===== config.mk =====
export PLATFORM = sky130hd
export DESIGN_NAME = gateway_message_codec
export DESIGN_NICKNAME = d
export VERILOG_FILES = /design/src/common/gw_codec_pkg.sv /design/src/rtl/gateway_message_codec.sv /design/src/rtl/gw_length_encoder.sv /design/src/rtl/gw_request_check.sv
export SDC_FILE = /design/constraint.sdc
export NUM_CORES = 1
export LEC_CHECK = 0
export BUFFER_PORTS_ARGS = -buffer_cell sky130_fd_sc_hd__buf_2
export CORE_MARGIN = 1
export CORE_UTILIZATION = 25
export CTS_BUF_LIST = sky130_fd_sc_hd__clkbuf_8
export CTS_CLUSTER_SIZE = 10
export DETAILED_ROUTE_END_ITERATION = 10
export REMOVE_ABC_BUFFERS = 1
export SLEW_MARGIN = 0
export SYNTH_ARGS = -nofsm -noshare
export SYNTH_HDL_FRONTEND = slang
export SYNTH_SLANG_ARGS = --single-unit

===== constraint.sdc =====
create_clock -name mclk -period 3.6 [get_ports mclk]
set_input_delay 0 -clock mclk [delete_from_list [all_inputs] [get_ports mclk]]
set_output_delay 0 -clock mclk [all_outputs]
set_load 0.05 [all_outputs]

===== src/common/gw_codec_pkg.sv =====
// constants, types and states of the host-side gateway message encoder
// assumes a single synchronous clock domain shared with the card-side link logic
//
// Functional notes
// - status message opens with tag 0x9F8E09, length field, then 8-bit type code.
// - type 0x00 sent when host applications need gateway tunnel data.
// - tunnel request carries 8-bit identifier count, then that many 16-bit identifiers.
// - tunnel request only in advanced mode, never in basic mode.
// - type 0x01 sent once two-way is up; payload is 8-bit upstream channel identifier.
// - type 0x02, no payload, when the modem is forced into one-way operation.
// - type 0x03 after a full downstream scan fails to find its target.
// - type 0x04 before a channel move; payload is 8-bit reinitialization code.
// - after a channel change completes, type 0x01 is sent again.
// - reinitialization codes 0x00 to 0x05 carry the listed meanings.
// - reinitialization codes 0x06 to 0xFF are reserved and never sent.
// - advanced mode forwards whole descriptor, header stripped, after tag and length.
// - after channel change and two-way-up, confirm a valid gateway channel remains.
package gw_codec_pkg;

  localparam logic [23:0] STATUS_TAG      = 24'h9F8E09;
  localparam logic [23:0] DESC_TAG        = 24'h9F8E0B;
  localparam logic [7:0]  TYPE_TUNNEL     = 8'h00;
  localparam logic [7:0]  TYPE_TWO_WAY    = 8'h01;
  localparam logic [7:0]  TYPE_ONE_WAY    = 8'h02;
  localparam logic [7:0]  TYPE_SCAN_DONE  = 8'h03;
  localparam logic [7:0]  TYPE_CHAN_CHG   = 8'h04;
  localparam logic [7:0]  REINIT_MAC      = 8'h00;
  localparam logic [7:0]  REINIT_LAST     = 8'h05;
  localparam logic [7:0]  REINIT_RESERVED = 8'h06;

  // payload sizes in bytes, counted after the length field
  localparam logic [15:0] LEN_NO_ARG      = 16'h0001;
  localparam logic [15:0] LEN_ONE_ARG     = 16'h0002;
  localparam logic [15:0] LEN_TUNNEL_BASE = 16'h0002;

  // length field: short form below the limit, else marker plus two bytes
  localparam logic [15:0] LEN_SHORT_LIMIT = 16'h0080;
  localparam logic [7:0]  LEN_LONG_2B     = 8'h82;
  localparam logic [1:0]  LEN_SHORT_LAST  = 2'h0;
  localparam logic [1:0]  LEN_LONG_LAST   = 2'h2;
  localparam logic [1:0]  TAG_LAST_IDX    = 2'h2;
  localparam logic [1:0]  IDX_FIRST       = 2'h0;
  localparam logic [1:0]  IDX_SECOND      = 2'h1;

  localparam int          APP_SLOTS       = 8;

  typedef enum logic { KIND_STATUS, KIND_DESC } msg_kind_t;

  typedef struct packed {
    msg_kind_t   kind;
    logic [7:0]  msg_type;
    logic [7:0]  arg;
    logic [7:0]  app_count;
    logic [15:0] desc_len;
  } gw_req_t;

  typedef enum {
    ST_IDLE, ST_TAG, ST_LEN, ST_TYPE, ST_COUNT, ST_APP, ST_ARG, ST_DESC
  } enc_state_t;

endpackage : gw_codec_pkg


===== src/rtl/gateway_message_codec.sv =====
// host-side encoder for gateway status messages and forwarded channel descriptors
// assumes the byte sink and all user inputs run on mclk; no pin crosses domains
`timescale 1ns/100ps
module gateway_message_codec
  import gw_codec_pkg::*;
#(
  parameter int MAX_APPS = APP_SLOTS
) (
  input  wire logic                        mclk,
  input  wire logic                        sys_rst,
  input  wire logic                        mode_advanced,
  input  wire logic                        req_valid,
  input  wire gw_req_t                     req,
  output logic                             req_ready,
  output logic                             req_refused,
  input  wire logic                        app_wr,
  input  wire logic [$clog2(MAX_APPS)-1:0] app_wr_idx,
  input  wire logic [15:0]                 app_identifier,
  input  wire logic                        desc_valid,
  input  wire logic [7:0]                  channel_descriptor_payload,
  output logic                             desc_ready,
  output logic                             tx_valid,
  output logic [7:0]                       tx_data,
  output logic                             tx_last,
  input  wire logic                        tx_ready,
  output logic                             msg_done,
  output logic                             dcc_pending,
  output logic                             channel_check
);

  localparam int AW = $clog2(MAX_APPS);

  ////////////////////////////////////////////////////////////////////////////
  // state and storage

  enc_state_t  state;
  enc_state_t  next_state;
  gw_req_t     cur;
  logic [15:0] pay_len;
  logic [1:0]  idx;
  logic [1:0]  next_idx;
  logic [AW-1:0] app_idx;
  logic [AW-1:0] next_app_idx;
  logic [15:0] desc_left;
  logic [15:0] next_desc_left;
  logic        load;
  logic [7:0]  load_byte;
  logic        load_last;
  logic [15:0] apps [MAX_APPS];

  wire         req_ok;
  wire  [15:0] req_len;
  wire  [1:0]  len_last;
  wire  [7:0]  len_byte;

  gw_request_check #(.MAX_APPS(MAX_APPS)) u_check (
    .mode_advanced (mode_advanced),
    .req           (req),
    .ok            (req_ok),
    .payload_len   (req_len)
  );

  gw_length_encoder u_len (
    .value    (pay_len),
    .idx      (idx),
    .last_idx (len_last),
    .len_byte (len_byte)
  );

  ////////////////////////////////////////////////////////////////////////////
  // decode

  // the output slot is free when empty or emptying this cycle
  wire        slot_free  = !tx_valid || tx_ready;
  wire        take       = req_valid && req_ready;
  wire        accept     = take && req_ok;
  wire        desc_take  = desc_valid && desc_ready;
  wire        is_status  = req.kind == KIND_STATUS;
  wire        start_two  = accept && is_status && (req.msg_type == TYPE_TWO_WAY);
  wire        start_chg  = accept && is_status && (req.msg_type == TYPE_CHAN_CHG);
  wire [23:0] tag        = (cur.kind == KIND_DESC) ? DESC_TAG : STATUS_TAG;
  wire [7:0]  tag_byte   = (idx == IDX_FIRST)  ? tag[23:16] :
                           (idx == IDX_SECOND) ? tag[15:8] : tag[7:0];
  wire [15:0] app_word   = apps[app_idx];
  wire [7:0]  app_byte   = (idx == IDX_FIRST) ? app_word[15:8] : app_word[7:0];
  wire        app_final  = (8'(app_idx) + 8'h01) == cur.app_count;
  wire        next_tx_valid = load || (tx_valid && !tx_ready);

  ////////////////////////////////////////////////////////////////////////////
  // byte sequencer: one byte per free output slot, most significant first
  always_comb begin
    next_state     = state;
    next_idx       = idx;
    next_app_idx   = app_idx;
    next_desc_left = desc_left;
    load           = 1'b0;
    load_byte      = 8'h00;
    load_last      = 1'b0;
    case (state)
      ST_IDLE: begin
        next_idx     = IDX_FIRST;
        next_app_idx = '0;
        if (accept) begin
          next_state = ST_TAG;
        end
      end
      ST_TAG: begin
        if (slot_free) begin
          load      = 1'b1;
          load_byte = tag_byte;
          next_idx  = (idx == TAG_LAST_IDX) ? IDX_FIRST : idx + 2'h1;
          if (idx == TAG_LAST_IDX) begin
            next_state = ST_LEN;
          end
        end
      end
      ST_LEN: begin
        if (slot_free) begin
          load      = 1'b1;
          load_byte = len_byte;
          next_idx  = (idx == len_last) ? IDX_FIRST : idx + 2'h1;
          if (idx == len_last) begin
            next_state = (cur.kind == KIND_DESC) ? ST_DESC : ST_TYPE;
          end
        end
      end
      ST_TYPE: begin
        if (slot_free) begin
          load      = 1'b1;
          load_byte = cur.msg_type;
          case (cur.msg_type)
            TYPE_TUNNEL:   next_state = ST_COUNT;
            TYPE_TWO_WAY:  next_state = ST_ARG;
            TYPE_CHAN_CHG: next_state = ST_ARG;
            default: begin
              load_last  = 1'b1;
              next_state = ST_IDLE;
            end
          endcase
        end
      end
      ST_COUNT: begin
        if (slot_free) begin
          load       = 1'b1;
          load_byte  = cur.app_count;
          next_state = ST_APP;
        end
      end
      ST_APP: begin
        if (slot_free) begin
          load      = 1'b1;
          load_byte = app_byte;
          next_idx  = (idx == IDX_FIRST) ? IDX_SECOND : IDX_FIRST;
          if (idx != IDX_FIRST && app_final) begin
            load_last  = 1'b1;
            next_state = ST_IDLE;
          end else if (idx != IDX_FIRST) begin
            next_app_idx = app_idx + AW'(1);
          end
        end
      end
      ST_ARG: begin
        if (slot_free) begin
          load       = 1'b1;
          load_byte  = cur.arg;
          load_last  = 1'b1;
          next_state = ST_IDLE;
        end
      end
      ST_DESC: begin
        // the output slot is known empty whenever desc_ready is high
        if (desc_take) begin
          load           = 1'b1;
          load_byte      = channel_descriptor_payload;
          next_desc_left = desc_left - 16'h0001;
          if (desc_left == 16'h0001) begin
            load_last  = 1'b1;
            next_state = ST_IDLE;
          end
        end
      end
      default: begin
        next_state = ST_IDLE;
      end
    endcase
    if (accept) begin
      next_desc_left = req.desc_len;
    end
  end

  ////////////////////////////////////////////////////////////////////////////
  // sequencer registers
  always_ff @(posedge mclk or posedge sys_rst) begin
    if (sys_rst) begin
      state     <= ST_IDLE;
      idx       <= IDX_FIRST;
      app_idx   <= '0;
      desc_left <= 16'h0000;
      req_ready <= 1'b0;
    end else begin
      state     <= next_state;
      idx       <= next_idx;
      app_idx   <= next_app_idx;
      desc_left <= next_desc_left;
      req_ready <= next_state == ST_IDLE;
    end
  end

  // request capture; held fields stay stable for the whole message
  always_ff @(posedge mclk or posedge sys_rst) begin
    if (sys_rst) begin
      cur     <= '0;
      pay_len <= 16'h0000;
    end else if (accept) begin
      cur     <= req;
      pay_len <= req_len;
    end
  end

  // identifier table; writes only land between messages
  always_ff @(posedge mclk) begin
    if (app_wr && state == ST_IDLE) begin
      apps[app_wr_idx] <= app_identifier;
    end
  end

  ////////////////////////////////////////////////////////////////////////////
  // output byte register; descriptor bytes pass at half rate, no extra buffer
  always_ff @(posedge mclk or posedge sys_rst) begin
    if (sys_rst) begin
      tx_valid   <= 1'b0;
      tx_data    <= 8'h00;
      tx_last    <= 1'b0;
      desc_ready <= 1'b0;
      msg_done   <= 1'b0;
    end else begin
      tx_valid   <= next_tx_valid;
      desc_ready <= (next_state == ST_DESC) && !next_tx_valid;
      msg_done   <= tx_valid && tx_ready && tx_last;
      if (load) begin
        tx_data <= load_byte;
        tx_last <= load_last;
      end
    end
  end

  ////////////////////////////////////////////////////////////////////////////
  // refusal and channel-change tracking
  always_ff @(posedge mclk or posedge sys_rst) begin
    if (sys_rst) begin
      req_refused   <= 1'b0;
      dcc_pending   <= 1'b0;
      channel_check <= 1'b0;
    end else begin
      req_refused   <= take && !req_ok;
      channel_check <= start_two && dcc_pending;
      if (start_chg) begin
        dcc_pending <= 1'b1;
      end else if (start_two) begin
        dcc_pending <= 1'b0;
      end
    end
  end

  ////////////////////////////////////////////////////////////////////////////
  // checks

  chk_tag_first: assert property (@(posedge mclk) disable iff (sys_rst)
    (state == ST_TAG && idx == IDX_FIRST && slot_free && cur.kind == KIND_STATUS)
    |=> (tx_valid && tx_data == STATUS_TAG[23:16]))
    else $error("status tag first byte wrong");

  chk_basic_tunnel: assert property (@(posedge mclk) disable iff (sys_rst)
    (take && is_status && req.msg_type == TYPE_TUNNEL && !mode_advanced)
    |=> (req_refused && state == ST_IDLE))
    else $error("tunnel request not refused in basic mode");

  chk_reserved_code: assert property (@(posedge mclk) disable iff (sys_rst)
    (take && is_status && req.msg_type == TYPE_CHAN_CHG && req.arg >= REINIT_RESERVED)
    |=> req_refused)
    else $error("reserved reinit code not refused");

  chk_valid_code: assert property (@(posedge mclk) disable iff (sys_rst)
    (take && is_status && req.msg_type == TYPE_CHAN_CHG && req.arg <= REINIT_LAST)
    |=> (!req_refused && dcc_pending && state == ST_TAG))
    else $error("valid reinit code not accepted");

  chk_redo_two_way: assert property (@(posedge mclk) disable iff (sys_rst)
    (start_two && dcc_pending) |=> (channel_check && !dcc_pending) ##1 !channel_check)
    else $error("two-way-up did not close channel change");

  chk_type_byte: assert property (@(posedge mclk) disable iff (sys_rst)
    (state == ST_TYPE && slot_free && cur.msg_type == TYPE_TWO_WAY)
    |=> (tx_data == TYPE_TWO_WAY && !tx_last && state == ST_ARG))
    else $error("two-way type byte or follow-up wrong");

  chk_no_payload: assert property (@(posedge mclk) disable iff (sys_rst)
    (state == ST_TYPE && slot_free && cur.msg_type == TYPE_ONE_WAY)
    |=> (tx_last && tx_valid && state == ST_IDLE))
    else $error("one-way message not ended at type byte");

  chk_tx_hold: assert property (@(posedge mclk) disable iff (sys_rst)
    (tx_valid && !tx_ready) |=> (tx_valid && $stable(tx_data) && $stable(tx_last)))
    else $error("output byte changed while stalled");

  chk_desc_basic: assert property (@(posedge mclk) disable iff (sys_rst)
    (take && req.kind == KIND_DESC && !mode_advanced) |=> req_refused)
    else $error("descriptor forward accepted in basic mode");

  chk_count_byte: assert property (@(posedge mclk) disable iff (sys_rst)
    (state == ST_COUNT && slot_free) |=> (tx_data == cur.app_count && state == ST_APP))
    else $error("identifier count byte wrong");

endmodule : gateway_message_codec


===== src/rtl/gw_length_encoder.sv =====
// length field encoder: byte selected by index, plus index of the last byte
// assumes the caller walks the index from zero up to last_idx
`timescale 1ns/100ps
module gw_length_encoder
  import gw_codec_pkg::*;
(
  input  wire logic [15:0] value,
  input  wire logic [1:0]  idx,
  output logic      [1:0]  last_idx,
  output logic      [7:0]  len_byte
);

  wire short_form = value < LEN_SHORT_LIMIT;

  // long form is always three bytes so one marker value covers all lengths
  assign last_idx = short_form ? LEN_SHORT_LAST : LEN_LONG_LAST;
  assign len_byte = short_form         ? value[7:0] :
                    (idx == IDX_FIRST)  ? LEN_LONG_2B :
                    (idx == IDX_SECOND) ? value[15:8] : value[7:0];

endmodule : gw_length_encoder


===== src/rtl/gw_request_check.sv =====
// request checker: decides whether a message may be sent and its payload size
// assumes req and mode_advanced are stable while checked in the same cycle
`timescale 1ns/100ps
module gw_request_check
  import gw_codec_pkg::*;
#(
  parameter int MAX_APPS = APP_SLOTS
) (
  input  wire logic        mode_advanced,
  input  wire gw_req_t     req,
  output logic             ok,
  output logic      [15:0] payload_len
);

  localparam logic [7:0] MAX_COUNT = 8'(MAX_APPS);

  wire count_ok  = (req.app_count != 8'h00) && (req.app_count <= MAX_COUNT);
  wire tunnel_ok = mode_advanced && count_ok;
  wire code_ok   = req.arg <= REINIT_LAST;
  wire desc_ok   = mode_advanced && (req.desc_len != 16'h0000);
  wire [15:0] tunnel_len = LEN_TUNNEL_BASE + {7'h00, req.app_count, 1'b0};

  // undefined types never reach the link
  always_comb begin
    ok          = 1'b0;
    payload_len = 16'h0000;
    if (req.kind == KIND_DESC) begin
      ok          = desc_ok;
      payload_len = req.desc_len;
    end else begin
      case (req.msg_type)
        TYPE_TUNNEL: begin
          ok          = tunnel_ok;
          payload_len = tunnel_len;
        end
        TYPE_TWO_WAY: begin
          ok          = 1'b1;
          payload_len = LEN_ONE_ARG;
        end
        TYPE_ONE_WAY, TYPE_SCAN_DONE: begin
          ok          = 1'b1;
          payload_len = LEN_NO_ARG;
        end
        TYPE_CHAN_CHG: begin
          ok          = code_ok;
          payload_len = LEN_ONE_ARG;
        end
        default: begin
          ok          = 1'b0;
          payload_len = 16'h0000;
        end
      endcase
    end
  end

endmodule : gw_request_check


# Word level (Yosys, flattened, before mapping)
# Memories as Yosys holds them, arrays and structs flattened.
# Cells that the tools add are included.
[totals]
mem_count = 1
in_bits = 75
ram_bits = 128
word_cells = 161
out_inout_bits = 16
latchBits = 0
rom_bits = 0
ff_bits = 110
[classes]
n_addsub = 5
order_cmp = 3
n_bitwise = 1
shift = 0
mul = 0
eq_ne = 24
reduce_logical = 46
div = 0
mux = 63
[mem_list]
columns = ["name", "depth", "word_bits", "read_ports", "rd_ports_with_merged_regs", "write_ports", "line_no", "rtl"]
rows = [
  ["apps", 8, 16, 1, 0, 1, "gateway_message_codec.sv:49", "logic [15:0] apps [MAX_APPS];"],
]
[ops]
columns = ["operator", "count"]
rows = [
  ["$mux W32", 12],
  ["$pmux W32 S8", 1],
  ["$eq A32 B3 Y1 const B", 4],
  ["$mux W8", 13],
  ["$logic_not A32 Y1", 3],
  ["$eq A32 B2 Y1 const B", 2],
  ["$mux W16", 4],
  ["$pmux W8 S7", 1],
  ["$pmux W16 S3", 1],
  ["$eq A32 B1 Y1 const B", 1],
  ["$eq A32 B4 Y1 const B", 1],
  ["$logic_and A1 B1 Y1", 17],
  ["$eq A16 B1 Y1 const B", 1],
  ["$eq A8 B1 Y1 const B", 2],
  ["$eq A8 B2 Y1 const B", 2],
  ["$eq A8 B3 Y1 const B", 2],
  ["$logic_not A8 Y1", 2],
  ["$lt A16 B8 Y1 const B", 1],
  ["$reduce_bool A16 Y1", 1],
  ["$sub A16 B1 Y16 const B", 1],
  ["$mux W1", 14],
  ["$mux W2", 7],
  ["$mux W3", 4],
  ["$pmux W3 S2", 2],
  ["27 further kinds", 43],
]

# Depth between registers and ports, before layout
[logic_depth]
depth_word = 10
depth_mapped = 10
ltp_nobuf = 8

# Modules after synthesis
# Synthesis repeated with hierarchy kept, for this count alone.
[unflattened]
cells_unflattened = 904
area_unflattened_um2 = 11055.6
[by_module_without_submodules]
columns = ["mod", "instances", "seq_area_each_um2", "cells_per_inst", "area_each_um2"]
rows = [
  ["gateway_message_codec", 1, 6596.3, 811, 10423.7],
  ["gw_request_check", 1, 0.0, 73, 456.7],
  ["gw_length_encoder", 1, 0.0, 20, 175.2],
]

# Worst setup path before layout
# Ideal clock, no wire load.
[synth_timing]
path_kind = "reg2reg"
start = "reg state[16]"
end = "mem apps[0][0] (enable)"
arrival_time_ns = 2.834
setup_time_ns = 0.432
synth_period_minus_slack_ns = 3.265
path_stages_with_launch = 5
path_buffers = 0
path_slack_ns = 0.335
t_required_ns = 3.168
path_cell_list = "dfrtp_1 > nor4_1 > and4_1 > nand3_1 > nor4_1"
[synth_via]
elab_chain_cells = 4
[synth_rtl]
columns = ["element", "line_no", "rtl"]
rows = [
  ["from (decl)", "gateway_message_codec.sv:36", "enc_state_t state;"],
  ["from (signal assigned)", "gateway_message_codec.sv:201", "state <= next_state;"],
  ["$logic_not A32 Y1", "gateway_message_codec.sv:222", "if (app_wr && state == ST_IDLE) begin"],
  ["$logic_and A1 B1 Y1", "gateway_message_codec.sv:222", ""],
  ["$mux W1", "gateway_message_codec.sv:222", ""],
  ["$mux W1 (implied by the code)", "gateway_message_codec.sv:223", "apps[app_wr_idx] <= app_identifier;"],
  ["to (decl)", "gateway_message_codec.sv:49", ""],
]
# Every way passes these cells.

# Worst setup path after layout
[layout_timing]
start = "reg state[12]"
end = "reg tx_data[4]"
[layout_via]
elab_chain_cells = 3
elab_cells_between_ends = 10
cone_classes = "eq/ne: 7; mux: 2; reduce/logical: 1"
[layout_rtl]
columns = ["element", "line_no", "rtl"]
rows = [
  ["$eq A32 B3 Y1 (tied with other cells)", "gateway_message_codec.sv:99", "case (state)"],
  ["$reduce_or A6 Y1 (no source line)", "--", ""],
  ["$pmux W1 S2", "gateway_message_codec.sv:99", ""],
  ["to (signal assigned)", "gateway_message_codec.sv:241", "tx_data <= load_byte;"],
  ["to (decl)", "gateway_message_codec.sv:23", "output logic [7:0] tx_data,"],
]
# Several ways; a longest one is shown, not always the timed one.
# A chain may end at the register's enable or synchronous reset.

==> results.md <==
* EDFF count, synth at 128
* Placed cell count at 1400
* Detailed Route Iter0 Violations at approximately 540
* Main combinational cell family by area after synthesis: multiplexers
* CP max FO at 11
* DR WL/cell at approximately 19 microns
* Synth Area in Simple Gates at 11.2%
* Vias per inst at 4.77
* Post-synthesis mux area share at 11.7%
* Max-slew headroom at 38.3%
* Adder-cell area share of the yosys netlist at 1.20%
* Total gr overflow at 0
* Worst hold-check path type: input pin to asynchronous set/reset pin
* XOR/XNOR share of the synthesized area at 2.09%
* First-pass DRT Iterations at 5
* Largest net degree at the start of global routing at 72
* Worst skew pair latency at between 500 and 600 ps
* Non-Filler Instances at roughly 1600
* Die area at 42400 sq um
* Htree depth at 2
* Yosys warnings at 0
* Reg2Reg Setup Slack at 700 ps
* Ratio of cells with drive above 1 in the final layout at 24.7%
* Seq pwr share at 54.1%
* Placed inst area at 11800 sq um
* Outcome: completed
* Initial Util at 25.4%
* Ys flop type: edfxtp_1
* Static leakage at 5.01 nW
* Crit path buffers/inverters at 0
* Synthesis-to-finish area growth at 27.8%
* Switching portion of total power at 25.4%
* Setup TNS at 0 ps
* RePlAce Congestion at ~0.93
* Critical Path RT at around 4000 ps
* Clock Power Share at 37.7%
* CP Capture Type: flip-flop
* Post-CTS setup buffers at 0
* Seq/Total Area, Yosys at 63.4%
* Fin area at about 13000 sq um
* Int Pwr at 4.35 mW
* Critical Path Start Type: flip-flop
* Port Buffer Count at 90
* Crit Path Class: flip-flop to flip-flop
* GRT Overall Usage at 13.7%
* Total CTS buffers at 39
* Hpwl dp at a little under 20 mm
* DRC viols at 0
* Syn Inst Count at 760
* Setup violations, final at 0
* PostCTS Resize Cnt at 0
* Fmax at 345 MHz
* Clock tree root buffer cell: clkbuf_8
* Asr flop ratio synth at between 40% and 50%
* Largest buffer count on any clock path at 3
* Fin nets at between 1000 and 1500
* Hold Vio Cnt, Final at 0
* First-pass GRT wire length at 43.8 mm
* Io pins at between 90 and 100
* Clk_skew at 23.3 ps
* Core Area at 40900 sq um
* Max-Cap Viols at 0
* Max stage delay cell, worst path: or4_1
* Yosys reg bits at 238
* Routed vias at 7419
* WL final at 28.8 mm
* Top delay family on crit path: simple AND/OR/NAND/NOR gates
* Die height at 206 microns
* Syn Std Cell Area at 10400 sq um
* RSZ-0062 raised after global routing: no
* Tmin final at 2900 ps
* Period utilisation layout at 80.5%
* Site Rows at 74
* Synth unique cells at 65
* Critical path cell sequence: nor4_1 > and4_1 > nand2_1 > or4_1 > a22o_1 > or3_1
* Syn_area_per_cell at about 14 sq um
* Actual slew at the worst max-slew pin at 924 ps
* Hold Buf Count CTS at 83
* Initial antenna violation count at 2
* Routed Antenna Nets at 0
* PwrDens at 438 nW/um^2
* Die width at 206 microns
* CTS tree: built
* Max Slew Vio Count at 0
* Logic pwr share at under 10%
* Psw at 1.48 mW
* Maximum VDD drop at 0.262 mV
* CTS clock-pin slew for the worst setup and hold paths at 70 ps
* Clock Sinks at about 240
* Max incr delay on CP at a little over 800 ps
* Vias in the first global route at 7444
* CP Data Arrival Time at around 3300 ps
* Synth Area in Compound Gates at 8.22%
==> per-layer routing <==
metal	track usage, %	vias up	wire length [microns]	share of wire (%)
met5	0.714	-	37	0.13
met4	4.52	2	679	2.4
met3	3.77	55	2380	8.3
met2	21.4	282	13300	46
met1	18.3	3716	12500	43
li1	-	3364	-	-
==> area by class of cell <==
| type | count | area (sq um) |
|---|---|---|
| antenna | 3 | 7.51 |
| clock buffer | 42 | 578 |
| clock inverter | 26 | 126 |
| fill | 4141 | 27600 |
| inverter | 18 | 70.1 |
| multi-input combinational | 493 | 3740 |
| sequential | 238 | 6600 |
| tap | 532 | 666 |
| timing repair buffer | 202 | 1510 |
==> power by group through the flow <==
| stage | Clock, mW | Sequential, mW | Combinational (mW) |
|---|---|---|---|
| after CTS | 2.26 | 3.15 | 0.479 |
| final | 2.20 | 3.15 | 0.478 |
| after global routing | 2.39 | 3.17 | 0.528 |
| after floorplan | 0 | 3.15 | 0.256 |
| after global placement | 0 | 3.20 | 0.396 |
| after detailed placement | 0 | 3.20 | 0.407 |
==> path summary, 6_finish.rpt <==
check,startpoint,endpoint,cells after the start
setup / recovery,state[12],tx_data[4],6
hold / removal,sys_rst,msg_done,3
setup reg to reg,state[12],tx_data[4],6
hold reg to reg,pay_len[1],pay_len[1],2
max in group asynchronous,sys_rst,cur[23],4
min in group mclk,mode_advanced,dcc_pending,5
==> metrics by stage <==
step | util (%) | hold slack (ps) | power [mW] | worst slack, ps
2_1_floorplan | - | 98.9 | 3.41 | 31.6
3_3_place_gp | 28.7 | 64.6 | 3.60 | 817
3_5_place_dp | 28.7 | 83.4 | 3.61 | 700
4_1_cts | 32.5 | 26.6 | 5.89 | 693
5_1_grt | 32.5 | 92.1 | 6.08 | 460
6_report | 32.5 | 38.7 | 5.83 | 700
==> synth_stat cells, types with 3 or more instances <==
cell       count  area share, %
nor2b_1        7           0.42
mux4_2        37            8.0
a211oi_1       4           0.29
nand3_1       21            1.0
dfrtp_1      110             26
a22oi_1        7           0.50
a31oi_1        5           0.30
mux2i_1       10           0.96
a21oi_1       30            1.4
buf_2          7           0.34
nand4_1       10           0.60
o211ai_1       3           0.22
a22o_1         3           0.25
nor2_1        41            1.5
edfxtp_1     128             37
and4_1         6           0.50
or3_1          4           0.24
mux2_2        25            2.7
nand2_1       69            2.5
nor4_1        26            1.6
or4_1          8           0.58
nand2b_1       7           0.42
a32oi_1        7           0.59
nor3_1        19           0.91
xnor2_1       19            1.6
buf_1          5           0.18
inv_1         15           0.54
xor2_1         4           0.34
clkbuf_1      26           0.94
a222oi_1       3           0.29
o2111ai_1      3           0.25
and3_1         4           0.24
ha_1          10            1.2
o21ai_0       35            1.7
==> worst register-to-register path, cell delays in order (launching register included) <==
cell,delay (ps)
dfrtp_1,360
nor4_1,420
and4_1,320
nand2_1,280
or4_1,820
a22o_1,250
or3_1,330
==> placed cells by master, fill, tap and decap left out, types with 5 or more instances in the layout <==
cell type      netlist  final
edfxtp_1           128    128
dfrtp_1            110    109
buf_2                7     90
dlygate4sd3_1        0     83
nand2_1             69     69
clkbuf_8             0     42
nor2_1              41     41
mux4_2              37     37
o21ai_0             35     35
a21oi_1             30     30
conb_1               1     29
buf_4                1     28
mux2_2              25     25
inv_1               15     24
nor4_1              26     23
nand3_1             21     20
xnor2_1             19     19
nor3_1              19     15
mux2i_1             10     10
nand4_1             10     10
ha_1                10     10
clkinv_1             2      9
or4_1                8      8
nor2b_1              7      7
a32oi_1              7      7
nand2b_1             7      7
a22oi_1              7      7
and4_1               6      6
nor3_2               1      5
a31oi_1              5      5
clkinv_2             0      5
==> flip-flops by register name, indices dropped and copies added, names as in the netlist <==
| signal | count |
|---|---|
| dcc_pending | 1 |
| tx_data | 8 |
| desc_left | 16 |
| app_idx | 3 |
| msg_done | 1 |
| cur | 25 |
| req_refused | 1 |
| pay_len | 16 |
| req_ready | 1 |
| desc_ready | 1 |
| idx | 2 |
| channel_check | 1 |
| tx_valid | 1 |
| state | 32 |
| tx_last | 1 |
| apps | 128 |
==> kinds of logic after synthesis <==
| family | count (synthesis) |
|---|---|
| DFF | 238 |
| and+or+nand+nor | 232 |
| AOI/OAI and AO/OA | 126 |
| muxes | 72 |
| buffers and inverters | 57 |
| xor gates and xnor gates | 24 |
| adders and majority gates | 10 |
| other | 1 |
(Power assumes the default switching activity.)
